[src/design/sac_pkg.sv]
// Operation
// Clock gate bit 2 supplies unit clock
// Prescaler select low/high nibbles pick clocks
// Operation clock equals system clock over 2^k
// Enable starts channel, clears and unmasks interrupt
// Interrupt fires at transfer end or empty
// Software stops channel before transmit-only mode
// Software stops channel, enables receive, end timing
// Software stops channel, both directions, empty timing
// Software masks interrupt, then stops channel
// Busy output rises at last character start
// Source select 0 transfer end, 1 empty
// Stop trigger 1 clears enable; 0 ignored
// Gated off: clocks inactive, prescaler frozen
`default_nettype none
package sac_pkg;
	// ==========================================================
	// Register byte offsets
	localparam logic [7:0] SAC_OFS_PCE = 8'h00; // peripheral_clock_enable
	localparam logic [7:0] SAC_OFS_SPS = 8'h04; // serial_clock_prescaler_select
	localparam logic [7:0] SAC_OFS_CTL = 8'h08; // channel mode control
	localparam logic [7:0] SAC_OFS_START = 8'h0C; // write 1: channel enable
	localparam logic [7:0] SAC_OFS_STOP = 8'h10; // write 1: channel_stop_trigger
	localparam logic [7:0] SAC_OFS_CSTAT = 8'h14; // channel status, read only
	localparam logic [7:0] SAC_OFS_ISTAT = 8'h18; // sticky event status, read only
	localparam logic [7:0] SAC_OFS_ICLR = 8'h1C; // event clear, write only
	localparam logic [7:0] SAC_OFS_IEN = 8'h20; // event enable
	// ==========================================================
	// Field positions
	localparam int SAC_POS_GATE = 2; // serial_unit_clock_gate
	localparam int SAC_POS_SRC = 0; // interrupt_source_select
	localparam int SAC_POS_TXE = 1; // transmit enable
	localparam int SAC_POS_RXE = 2; // receive enable
	localparam int SAC_POS_MASK = 3; // channel interrupt mask
	localparam int SAC_POS_EN = 0; // channel_enable_status
	localparam int SAC_POS_BUSY = 1; // busy handshake level
	localparam int SAC_POS_PEND = 2; // channel interrupt pending
	localparam int SAC_EVT_N = 3; // number of sticky events
	// ==========================================================
	// Reset values
	localparam logic [7:0] SAC_RST_PCE = 8'h00;
	localparam logic [7:0] SAC_RST_SPS = 8'h00;
	localparam logic [3:0] SAC_RST_CTL = 4'h8; // Masked, transfer-end timing
	localparam logic [SAC_EVT_N-1:0] SAC_RST_IEN = 3'h0;
	// ==========================================================
	// AXI responses and widths
	localparam logic [1:0] SAC_RESP_OKAY = 2'h0;
	localparam logic [1:0] SAC_RESP_SLVERR = 2'h2;
	localparam int SAC_PRE_W = 15; // prescaler counter bits for 2^15
	// ==========================================================
	// Carriers
	typedef struct packed {
		logic last_start; // Master started the last character
		logic buf_empty; // Transmit buffer became empty
		logic xfer_end; // One character transfer ended
	} sac_evt_s;
	typedef struct packed {
		logic clk1; // operation_clock_one strobe
		logic clk0; // operation_clock_zero strobe
	} sac_opclk_s;
	typedef enum logic [1:0] {
		SAC_RD_IDLE,
		SAC_RD_RESP
	} sac_rd_e;
endpackage
`default_nettype wire

[src/design/sac_top.sv]
`timescale 1ns/100ps
`default_nettype none
module sac_top #(
	parameter int ADDR_W = 8
) (
	input wire logic aclk,
	input wire logic aresetn,
	input wire logic [ADDR_W-1:0] s_axi_awaddr,
	input wire logic [2:0] s_axi_awprot,
	input wire logic s_axi_awvalid,
	output logic s_axi_awready,
	input wire logic [31:0] s_axi_wdata,
	input wire logic [3:0] s_axi_wstrb,
	input wire logic s_axi_wvalid,
	output logic s_axi_wready,
	output logic [1:0] s_axi_bresp,
	output logic s_axi_bvalid,
	input wire logic s_axi_bready,
	input wire logic [ADDR_W-1:0] s_axi_araddr,
	input wire logic [2:0] s_axi_arprot,
	input wire logic s_axi_arvalid,
	output logic s_axi_arready,
	output logic [31:0] s_axi_rdata,
	output logic [1:0] s_axi_rresp,
	output logic s_axi_rvalid,
	input wire logic s_axi_rready,
	input wire sac_pkg::sac_evt_s evt_i,
	output logic serial_unit_clock_en,
	output sac_pkg::sac_opclk_s op_clk,
	output logic channel_enable_status,
	output logic tx_enable,
	output logic rx_enable,
	output logic busy_out,
	output logic channel_transfer_interrupt,
	output logic irq
);
	import sac_pkg::*;

	// ==========================================================
	// Address decode
	// One decoder for both channels of the bus keeps read and write maps identical.
	function automatic logic [3:0] sac_sel(input logic [ADDR_W-1:0] a);
		logic [7:0] b;
		b = 8'(a);
		case (b)
			SAC_OFS_PCE: sac_sel = 4'h1;
			SAC_OFS_SPS: sac_sel = 4'h2;
			SAC_OFS_CTL: sac_sel = 4'h3;
			SAC_OFS_START: sac_sel = 4'h4;
			SAC_OFS_STOP: sac_sel = 4'h5;
			SAC_OFS_CSTAT: sac_sel = 4'h6;
			SAC_OFS_ISTAT: sac_sel = 4'h7;
			SAC_OFS_ICLR: sac_sel = 4'h8;
			SAC_OFS_IEN: sac_sel = 4'h9;
			default: sac_sel = 4'h0; // Unmapped
		endcase
	endfunction

	// ==========================================================
	// Write channel
	logic aw_have_q; // Write address captured
	logic w_have_q; // Write data captured
	logic [ADDR_W-1:0] aw_addr_q;
	logic [31:0] w_data_q;
	logic [3:0] w_strb_q;
	logic bvalid_q;
	logic [1:0] bresp_q;
	logic wr_fire; // Both halves present: commit this cycle
	logic [3:0] wr_sel;
	logic wr_lo; // Low byte lane written

	assign s_axi_awready = !aw_have_q && !bvalid_q;
	assign s_axi_wready = !w_have_q && !bvalid_q;
	assign s_axi_bvalid = bvalid_q;
	assign s_axi_bresp = bresp_q;
	assign wr_fire = aw_have_q && w_have_q && !bvalid_q;
	assign wr_sel = sac_sel(aw_addr_q);
	assign wr_lo = wr_fire && w_strb_q[0];

	// Capture address and data in either order
	always_ff @(posedge aclk) begin
		if (!aresetn) begin
			aw_have_q <= 1'b0;
			w_have_q <= 1'b0;
			aw_addr_q <= '0;
			w_data_q <= 32'h0;
			w_strb_q <= 4'h0;
		end else begin
			if (s_axi_awvalid && s_axi_awready) begin
				aw_have_q <= 1'b1;
				aw_addr_q <= s_axi_awaddr;
			end else if (wr_fire) begin
				aw_have_q <= 1'b0;
			end
			if (s_axi_wvalid && s_axi_wready) begin
				w_have_q <= 1'b1;
				w_data_q <= s_axi_wdata;
				w_strb_q <= s_axi_wstrb;
			end else if (wr_fire) begin
				w_have_q <= 1'b0;
			end
		end
	end

	// Write response, one cycle after commit
	always_ff @(posedge aclk) begin
		if (!aresetn) begin
			bvalid_q <= 1'b0;
			bresp_q <= SAC_RESP_OKAY;
		end else if (wr_fire) begin
			bvalid_q <= 1'b1;
			bresp_q <= (wr_sel == 4'h0 || wr_sel == 4'h6 || wr_sel == 4'h7) ? SAC_RESP_SLVERR : SAC_RESP_OKAY;
		end else if (s_axi_bready) begin
			bvalid_q <= 1'b0;
		end
	end

	// ==========================================================
	// Configuration registers
	logic [7:0] pce_q; // peripheral_clock_enable
	logic [7:0] sps_q; // serial_clock_prescaler_select
	logic [3:0] ctl_q; // mask, rx, tx, source select
	logic [SAC_EVT_N-1:0] ien_q; // Event enable
	logic start_wr; // Software enable trigger
	logic stop_wr; // Software stop trigger
	logic gate; // serial_unit_clock_gate
	logic [3:0] code0; // prescaler_code_clock_zero
	logic [3:0] code1; // prescaler_code_clock_one

	assign start_wr = wr_lo && wr_sel == 4'h4 && w_data_q[SAC_POS_EN];
	assign stop_wr = wr_lo && wr_sel == 4'h5 && w_data_q[SAC_POS_EN];
	assign gate = pce_q[SAC_POS_GATE];
	assign code0 = sps_q[3:0];
	assign code1 = sps_q[7:4];

	// Clock enable and prescaler select
	always_ff @(posedge aclk) begin
		if (!aresetn) begin
			pce_q <= SAC_RST_PCE;
			sps_q <= SAC_RST_SPS;
		end else begin
			if (wr_lo && wr_sel == 4'h1) begin
				pce_q <= w_data_q[7:0];
			end
			if (wr_lo && wr_sel == 4'h2) begin
				sps_q <= w_data_q[7:0];
			end
		end
	end

	// Mode control; enabling always unmasks the channel interrupt
	always_ff @(posedge aclk) begin
		if (!aresetn) begin
			ctl_q <= SAC_RST_CTL;
		end else if (wr_lo && wr_sel == 4'h3) begin
			ctl_q <= w_data_q[3:0];
		end else if (start_wr) begin
			ctl_q[SAC_POS_MASK] <= 1'b0;
		end
	end

	// Event enable
	always_ff @(posedge aclk) begin
		if (!aresetn) begin
			ien_q <= SAC_RST_IEN;
		end else if (wr_lo && wr_sel == 4'h9) begin
			ien_q <= w_data_q[SAC_EVT_N-1:0];
		end
	end

	// ==========================================================
	// Prescaler
	// Strobes rather than real divided clocks keep the block in one clock domain.
	logic [SAC_PRE_W-1:0] pre_q;
	logic [1:0] tick;

	// Counter only advances while the unit clock is supplied
	always_ff @(posedge aclk) begin
		if (!aresetn) begin
			pre_q <= '0;
		end else if (gate) begin
			pre_q <= pre_q + 1'b1;
		end
	end

	// A code of k strobes once every 2^k cycles; k of 0 strobes every cycle
	genvar gi;
	generate
		for (gi = 0; gi < 2; gi++) begin : g_opclk
			logic [3:0] code;
			logic [SAC_PRE_W-1:0] msk;
			assign code = (gi == 0) ? code0 : code1;
			assign msk = SAC_PRE_W'((16'h1 << code) - 16'h1);
			assign tick[gi] = gate && ((pre_q & msk) == msk);
		end
	endgenerate

	assign op_clk.clk0 = tick[0];
	assign op_clk.clk1 = tick[1];
	assign serial_unit_clock_en = gate;

	// ==========================================================
	// Channel state
	logic en_q; // channel_enable_status
	logic pend_q; // Channel interrupt request
	logic busy_q; // Busy handshake
	logic chan_evt; // Event picked by source select

	// Transfer end when select is 0, buffer empty when 1
	assign chan_evt = en_q && (ctl_q[SAC_POS_SRC] ? evt_i.buf_empty : evt_i.xfer_end);

	// Enable set by trigger, cleared by stop; stop wins if both land together
	always_ff @(posedge aclk) begin
		if (!aresetn) begin
			en_q <= 1'b0;
		end else if (stop_wr) begin
			en_q <= 1'b0;
		end else if (start_wr) begin
			en_q <= 1'b1;
		end
	end

	// Pending request: the enable trigger clears it, a fresh event still wins
	always_ff @(posedge aclk) begin
		if (!aresetn) begin
			pend_q <= 1'b0;
		end else if (chan_evt) begin
			pend_q <= 1'b1;
		end else if (start_wr) begin
			pend_q <= 1'b0;
		end
	end

	// Busy rises once the master starts the final character, drops on restart or stop
	always_ff @(posedge aclk) begin
		if (!aresetn) begin
			busy_q <= 1'b0;
		end else if (en_q && evt_i.last_start) begin
			busy_q <= 1'b1;
		end else if (start_wr || stop_wr) begin
			busy_q <= 1'b0;
		end
	end

	assign channel_enable_status = en_q;
	assign tx_enable = ctl_q[SAC_POS_TXE];
	assign rx_enable = ctl_q[SAC_POS_RXE];
	assign busy_out = busy_q;
	// Software masks first before stopping, so no stray request follows a stop
	assign channel_transfer_interrupt = pend_q && !ctl_q[SAC_POS_MASK];

	// ==========================================================
	// Sticky events and interrupt line
	logic [SAC_EVT_N-1:0] ists_q;
	logic [SAC_EVT_N-1:0] raw_evt;
	logic [SAC_EVT_N-1:0] clr_bits;

	assign raw_evt = {evt_i.last_start, evt_i.buf_empty, evt_i.xfer_end} & {SAC_EVT_N{en_q}};
	assign clr_bits = (wr_lo && wr_sel == 4'h8) ? w_data_q[SAC_EVT_N-1:0] : '0;

	// Set wins over a clear in the same cycle
	always_ff @(posedge aclk) begin
		if (!aresetn) begin
			ists_q <= '0;
		end else begin
			ists_q <= (ists_q & ~clr_bits) | raw_evt;
		end
	end

	assign irq = |(ists_q & ien_q);

	// ==========================================================
	// Read channel
	sac_rd_e rd_q;
	logic [31:0] rdata_q;
	logic [1:0] rresp_q;
	logic [3:0] rd_sel;
	logic [31:0] rd_mux;

	assign rd_sel = sac_sel(s_axi_araddr);
	assign s_axi_arready = (rd_q == SAC_RD_IDLE);
	assign s_axi_rvalid = (rd_q == SAC_RD_RESP);
	assign s_axi_rdata = rdata_q;
	assign s_axi_rresp = rresp_q;

	// Read data select; write-only words read as zero
	always_comb begin
		rd_mux = 32'h0;
		case (rd_sel)
			4'h1: rd_mux[7:0] = pce_q;
			4'h2: rd_mux[7:0] = sps_q;
			4'h3: rd_mux[3:0] = ctl_q;
			4'h6: rd_mux[2:0] = {pend_q, busy_q, en_q};
			4'h7: rd_mux[SAC_EVT_N-1:0] = ists_q;
			4'h9: rd_mux[SAC_EVT_N-1:0] = ien_q;
			default: rd_mux = 32'h0;
		endcase
	end

	// Answer one cycle after the address is taken
	always_ff @(posedge aclk) begin
		if (!aresetn) begin
			rd_q <= SAC_RD_IDLE;
			rdata_q <= 32'h0;
			rresp_q <= SAC_RESP_OKAY;
		end else begin
			case (rd_q)
				SAC_RD_IDLE: begin
					if (s_axi_arvalid) begin
						rd_q <= SAC_RD_RESP;
						rdata_q <= rd_mux;
						rresp_q <= (rd_sel == 4'h0) ? SAC_RESP_SLVERR : SAC_RESP_OKAY;
					end
				end
				SAC_RD_RESP: begin
					if (s_axi_rready) begin
						rd_q <= SAC_RD_IDLE;
					end
				end
				default: rd_q <= SAC_RD_IDLE;
			endcase
		end
	end

	// ==========================================================
	// Checks
	a_gate_clocks_off: assert property (@(posedge aclk) disable iff (!aresetn)
		!gate |-> (op_clk == 2'b00 && !serial_unit_clock_en))
		else $error("operation clock active while unit clock gated");
	a_gate_cnt_frozen: assert property (@(posedge aclk) disable iff (!aresetn)
		!gate |=> (pre_q == $past(pre_q)))
		else $error("prescaler advanced while gated");
	a_code_zero_pass: assert property (@(posedge aclk) disable iff (!aresetn)
		(gate && code0 == 4'h0) |-> op_clk.clk0)
		else $error("code zero did not pass system clock");
	a_div_two_rate: assert property (@(posedge aclk) disable iff (!aresetn)
		(gate && code1 == 4'h1 && op_clk.clk1) ##1 (gate && code1 == 4'h1) |->
			!op_clk.clk1 ##1 (!(gate && code1 == 4'h1) || op_clk.clk1))
		else $error("divide by two strobe spacing wrong");
	a_start_enables: assert property (@(posedge aclk) disable iff (!aresetn)
		(start_wr && !stop_wr && !chan_evt) |=> (en_q && !pend_q && !ctl_q[SAC_POS_MASK]))
		else $error("enable did not start, clear and unmask");
	a_stop_clears: assert property (@(posedge aclk) disable iff (!aresetn)
		stop_wr |=> (!en_q && (!busy_q || $past(en_q && evt_i.last_start))))
		else $error("stop trigger did not clear enable");
	a_end_source: assert property (@(posedge aclk) disable iff (!aresetn)
		(en_q && !ctl_q[SAC_POS_SRC] && evt_i.xfer_end) |=> pend_q)
		else $error("transfer end did not raise request");
	a_empty_source: assert property (@(posedge aclk) disable iff (!aresetn)
		(en_q && ctl_q[SAC_POS_SRC] && evt_i.buf_empty) |=> pend_q)
		else $error("buffer empty did not raise request");
	a_busy_rise: assert property (@(posedge aclk) disable iff (!aresetn)
		(en_q && evt_i.last_start) |=> busy_out)
		else $error("busy did not rise at last character");
	a_masked_quiet: assert property (@(posedge aclk) disable iff (!aresetn)
		ctl_q[SAC_POS_MASK] |-> !channel_transfer_interrupt)
		else $error("masked channel interrupt asserted");
endmodule // sac_top
`default_nettype wire

[config.mk]
export PLATFORM = sky130hd
export DESIGN_NAME = sac_top
export DESIGN_NICKNAME = d
export VERILOG_FILES = /design/src/design/sac_pkg.sv /design/src/design/sac_top.sv
export SDC_FILE = /design/constraint.sdc
export NUM_CORES = 1
export LEC_CHECK = 0
export BUFFER_PORTS_ARGS = -buffer_cell sky130_fd_sc_hd__buf_2
export CORE_ASPECT_RATIO = 2
export CORE_MARGIN = 4
export CORE_UTILIZATION = 30
export CTS_CLUSTER_DIAMETER = 30
export DETAILED_ROUTE_END_ITERATION = 6
export GPL_TIMING_DRIVEN = 0
export PLACE_DENSITY_LB_ADDON = 0.3
export SLEW_MARGIN = 20
export SYNTH_ARGS = -nofsm -noshare
export SYNTH_HDL_FRONTEND = slang
export SYNTH_SLANG_ARGS = --single-unit
[constraint.sdc]
create_clock -name aclk -period 5.6 [get_ports aclk]
set_input_delay 0.56 -clock aclk [delete_from_list [all_inputs] [get_ports aclk]]
set_output_delay 0.56 -clock aclk [all_outputs]
set_load 0.02 [all_outputs]
==> reports/metrics.csv <==
stage;metric;value;unit
outcome;status;complete, no violations;
final_layout;layout cells sized above 1;20.47;%
placed_design;placed cell count;775;
sta;fmax;284.7;MHz
sta;Worst Tran Pin Value;0.7167;ns
final_layout;Multi-input gate area;2476;um^2
logic_synthesis;Synth Area in Simple Gates;26.20;%
logic_synthesis;mux contribution to synthesized area;8.636;%
setup_path;CP Max Fanout;10;
sta;fin crit share;62.71;%
detailed_routing;initial DRC count;391;
sta;Final Skew;0.005260;ns
detailed_routing;wire length per cell;15.41;um
placed_design;DP Wirelength;9726;um
detailed_routing;Vias;3913;
sta;Max Slew Vio Count;0;
logic_synthesis;post-synthesis compound-gate area fraction;16.45;%
global_routing;GRT met3 Usage;2.596;%
global_routing;M1 GR Usage;12.82;%
global_routing;M2 GR Usage;30.37;%
die;Core Rows;61;
detailed_routing;number of detailed-route iterations in the first pass;5;
run;Max-Cap Viols;0;
setup_path;slowest library cell on the worst path;clkbuf_1;
detailed_routing;vias per cell;4.953;
logic_synthesis;XOR/XNOR Fraction of Synth Area;3.484;%
logic_synthesis;Post-Synth Adder-Cell Area;0.8782;%
clock_network;CTS tree;built;
setup_path;cell family contributing the most delay on the critical path;compound AO/OA/AOI/OAI gates;
logic_synthesis;synthesized instance count;505;
global_routing;vias in the first global route;3932;
global_routing;largest net degree at the start of global routing;13;
setup_path;CP Class;register to output pin;
logic_synthesis;Synth Cell Area;4274;um^2
worst_hold_path;Hold/Removal Path Class;register to register;
setup_path;CP most frequent cell;clkbuf_1;
sta;Setup Total Neg Slack;0;ns
die;Die H;176.8;um
power_and_ir_drop;pwr dens;244.8;nW/um^2
detailed_routing;WL final;12170;um
clock_network;Root Buffer;clkbuf_16;
sta;worst hold slack;0.4671;ns
logic_synthesis;Area contributors post-synth;dfxtp_1, mux2i_1, nor2b_1, buf_4, nand2_1;
final_layout;fin nets;668;
final_layout;final-layout fill cell count;1461;
logic_synthesis;register area share after synthesis;35.13;%
setup_path;Crit path largest cell delay;0.39;ns
logic_synthesis;Synth async-reset ratio;0;%
sta;Final setup viols;0;
setup_path;crit-path cells;clkbuf_1 -> nand3b_1 -> ha_1 -> clkbuf_1 -> nor2b_1 -> a32oi_1 -> o21ai_0 -> a2111oi_0 -> o2111a_1 -> buf_2;
logic_synthesis;number of synthesized flops with an enable pin;0;
sta;RSZ-0062 raised after global routing;no;
clock_network;Sink Count;75;
clock_network;hold buffer count at CTS;0;
clock_network;clk_lat worst skew;0.33;ns
die;core area;13970;um^2
setup_path;crit end category;output pin;
clock_network;CTS clk-pin slew, worst paths;0.06;ns
sta;final hold vios;0;
detailed_routing;Routed Antenna Nets;0;
final_layout;ANT cells;0;
final_layout;Finished Layout Cells;790;
sta;Final min period;3.512;ns
logic_synthesis;area leader, netlist;dfxtp_1;
logic_synthesis;Main synth FF type;dfxtp_1;
placed_design;gpl congestion;0.8426;
global_routing;initial antenna violation count;0;
clock_network;CTS resizes;0;
die;die width;92.40;um
placed_design;Buffers on Ports;56;
clock_network;total CTS buffers;9;
sta;Slew HR;51.78;%
clock_network;H-tree levels;3;
setup_path;crit path launch type;register;
global_routing;Overflow after GRT;0;
logic_synthesis;Ys Warns;0;
setup_path;CP required;5.04;ns
final_layout;final design utilization;37.14;%
logic_synthesis;Syn Area/Cell;8.464;um^2
final_layout;Reg area;1501;um^2
setup_path;Worst Path Buf+Inv;3;
clock_network;post-CTS setup buffers;0;
die;boundary pin count;118;
global_routing;first-pass GRT wire length;19200;um
detailed_routing;DRC;0;
logic_synthesis;area share of the leading cell type in the synthesized netlist;35.13;%
logic_synthesis;register bit total from synthesis;75;
die;starting density of the core;30.60;%
power_and_ir_drop;Leakage;2.124;nW
clock_network;Clock Tree Buf Depth;2;
setup_path;crit path DAT;2.95;ns
die;Die ar.;16340;um^2
logic_synthesis;Synth cell types;62;
power_and_ir_drop;Pwr Total;0.001270;W
final_layout;area grow syn2layout;21.37;%
logic_synthesis;largest family of logic cells by synthesized area;simple AND/OR/NAND/NOR gates;
power_and_ir_drop;peak supply drop;0.1706;mV
global_routing;grt peak-use layer;met2;
global_routing;Total GRT Usage;15.11;%
[placed cells by master (no fill, tap or decap), types with 8 or more instances in the layout]
cell / instances
o21ai_0: 18
clkbuf_1: 31
xnor2_1: 14
a21boi_0: 14
nand4_1: 9
buf_4: 26
nand2_1: 50
mux2i_1: 29
clkbuf_16: 9
buf_2: 59
nand2b_1: 8
nor2_1: 17
a22oi_1: 9
and2_1: 19
nor3_1: 8
inv_1: 12
conb_1: 26
a21oi_1: 12
nor2b_1: 34
nand3_1: 24
dfxtp_1: 75
o21ai_2: 8
[metal layers]
layer  vias to the layer above  routed length, um
met4                         0                793
li1                       1911                  -
met5                         -                  0
met1                      1809               3866
met3                        49                574
met2                       144               6938
[kinds of logic after synthesis]
kind of cell | after synthesis
and+or+nand+nor | 199
adders and majority gates | 3
AOI/OAI and AO/OA | 99
xor gates and xnor gates | 17
other | 1
buffers and inverters | 75
DFF | 75
muxes | 36
[power breakdown]
group          internal, W  switching [W]  total (W)
clock network     0.000366       0.000219   0.000584
logic            0.0000510      0.0000785   0.000129
registers         0.000545      0.0000107   0.000556
total             0.000962       0.000308    0.00127
[area by class of cell]
type	instances	area share, %
multi-input cells	380	47.73
clock inverters	4	0.9648
plain buffers	63	6.657
well taps	189	4.559
inverters	12	0.8683
repair buffers	56	5.403
clock buffers	11	4.872
flip-flops and latches	75	28.94
[worst reg2reg max path, delay by kind of cell, from the launching register on]
| family | cells | cell delay [ns] |
|---|---|---|
| AO/OA/AOI/OAI | 1 | 0.15 |
| flip-flops | 1 | 0.36 |
| AND/OR/NAND/NOR | 4 | 1.22 |
[stage by stage]
stage          instance area [um^2]  setup WS [ns]
2_1_floorplan                  4368          2.622
3_3_place_gp                   4885          2.506
3_5_place_dp                   4885          2.506
4_1_cts                        5187          2.122
5_1_grt                        5187          1.795
6_report                       5187          2.088
[path summary, 6_finish.rpt]
kind	startpoint	endpoint	slack (ns)	depth (start not counted)
worst max-delay path	sps_q[0]$_SDFFE_PN0P_	op_clk[0]	2.09	10
worst min-delay path	pce_q[7]$_SDFFE_PN0P_	pce_q[7]$_SDFFE_PN0P_	0.47	2
worst max register to register	s_axi_bvalid$_SDFFE_PN0P_	ists_q[1]$_SDFF_PN0_	3.76	5
worst min register to register	pce_q[7]$_SDFFE_PN0P_	pce_q[7]$_SDFFE_PN0P_	0.47	2
[cells in the mapped netlist (6+ instances only)]
cell and count:
buf_4 26, nand3_1 24, and2_1 19, a31oi_1 6, xnor2_1 14, nand2b_1 8
a21oi_1 12, o21ai_2 8, nor2_1 17, dfxtp_1 75, mux2i_1 29, mux2_2 7
nor3_1 8, nor2b_1 34, inv_1 12, clkbuf_1 31, nand2_1 50, nand4_1 9
a22oi_1 9, a21boi_0 14, o21ai_0 18
[flip-flops by register name (all words and copies together) (netlist names), 3 cells and up]
signal	flops
ctl_q	4
pce_q	8
ien_q	3
aw_addr_q	8
sps_q	8
pre_q	15
w_data_q	8
ists_q	3
s_axi_rdata	8
Power figures use the tool's default switching activity.
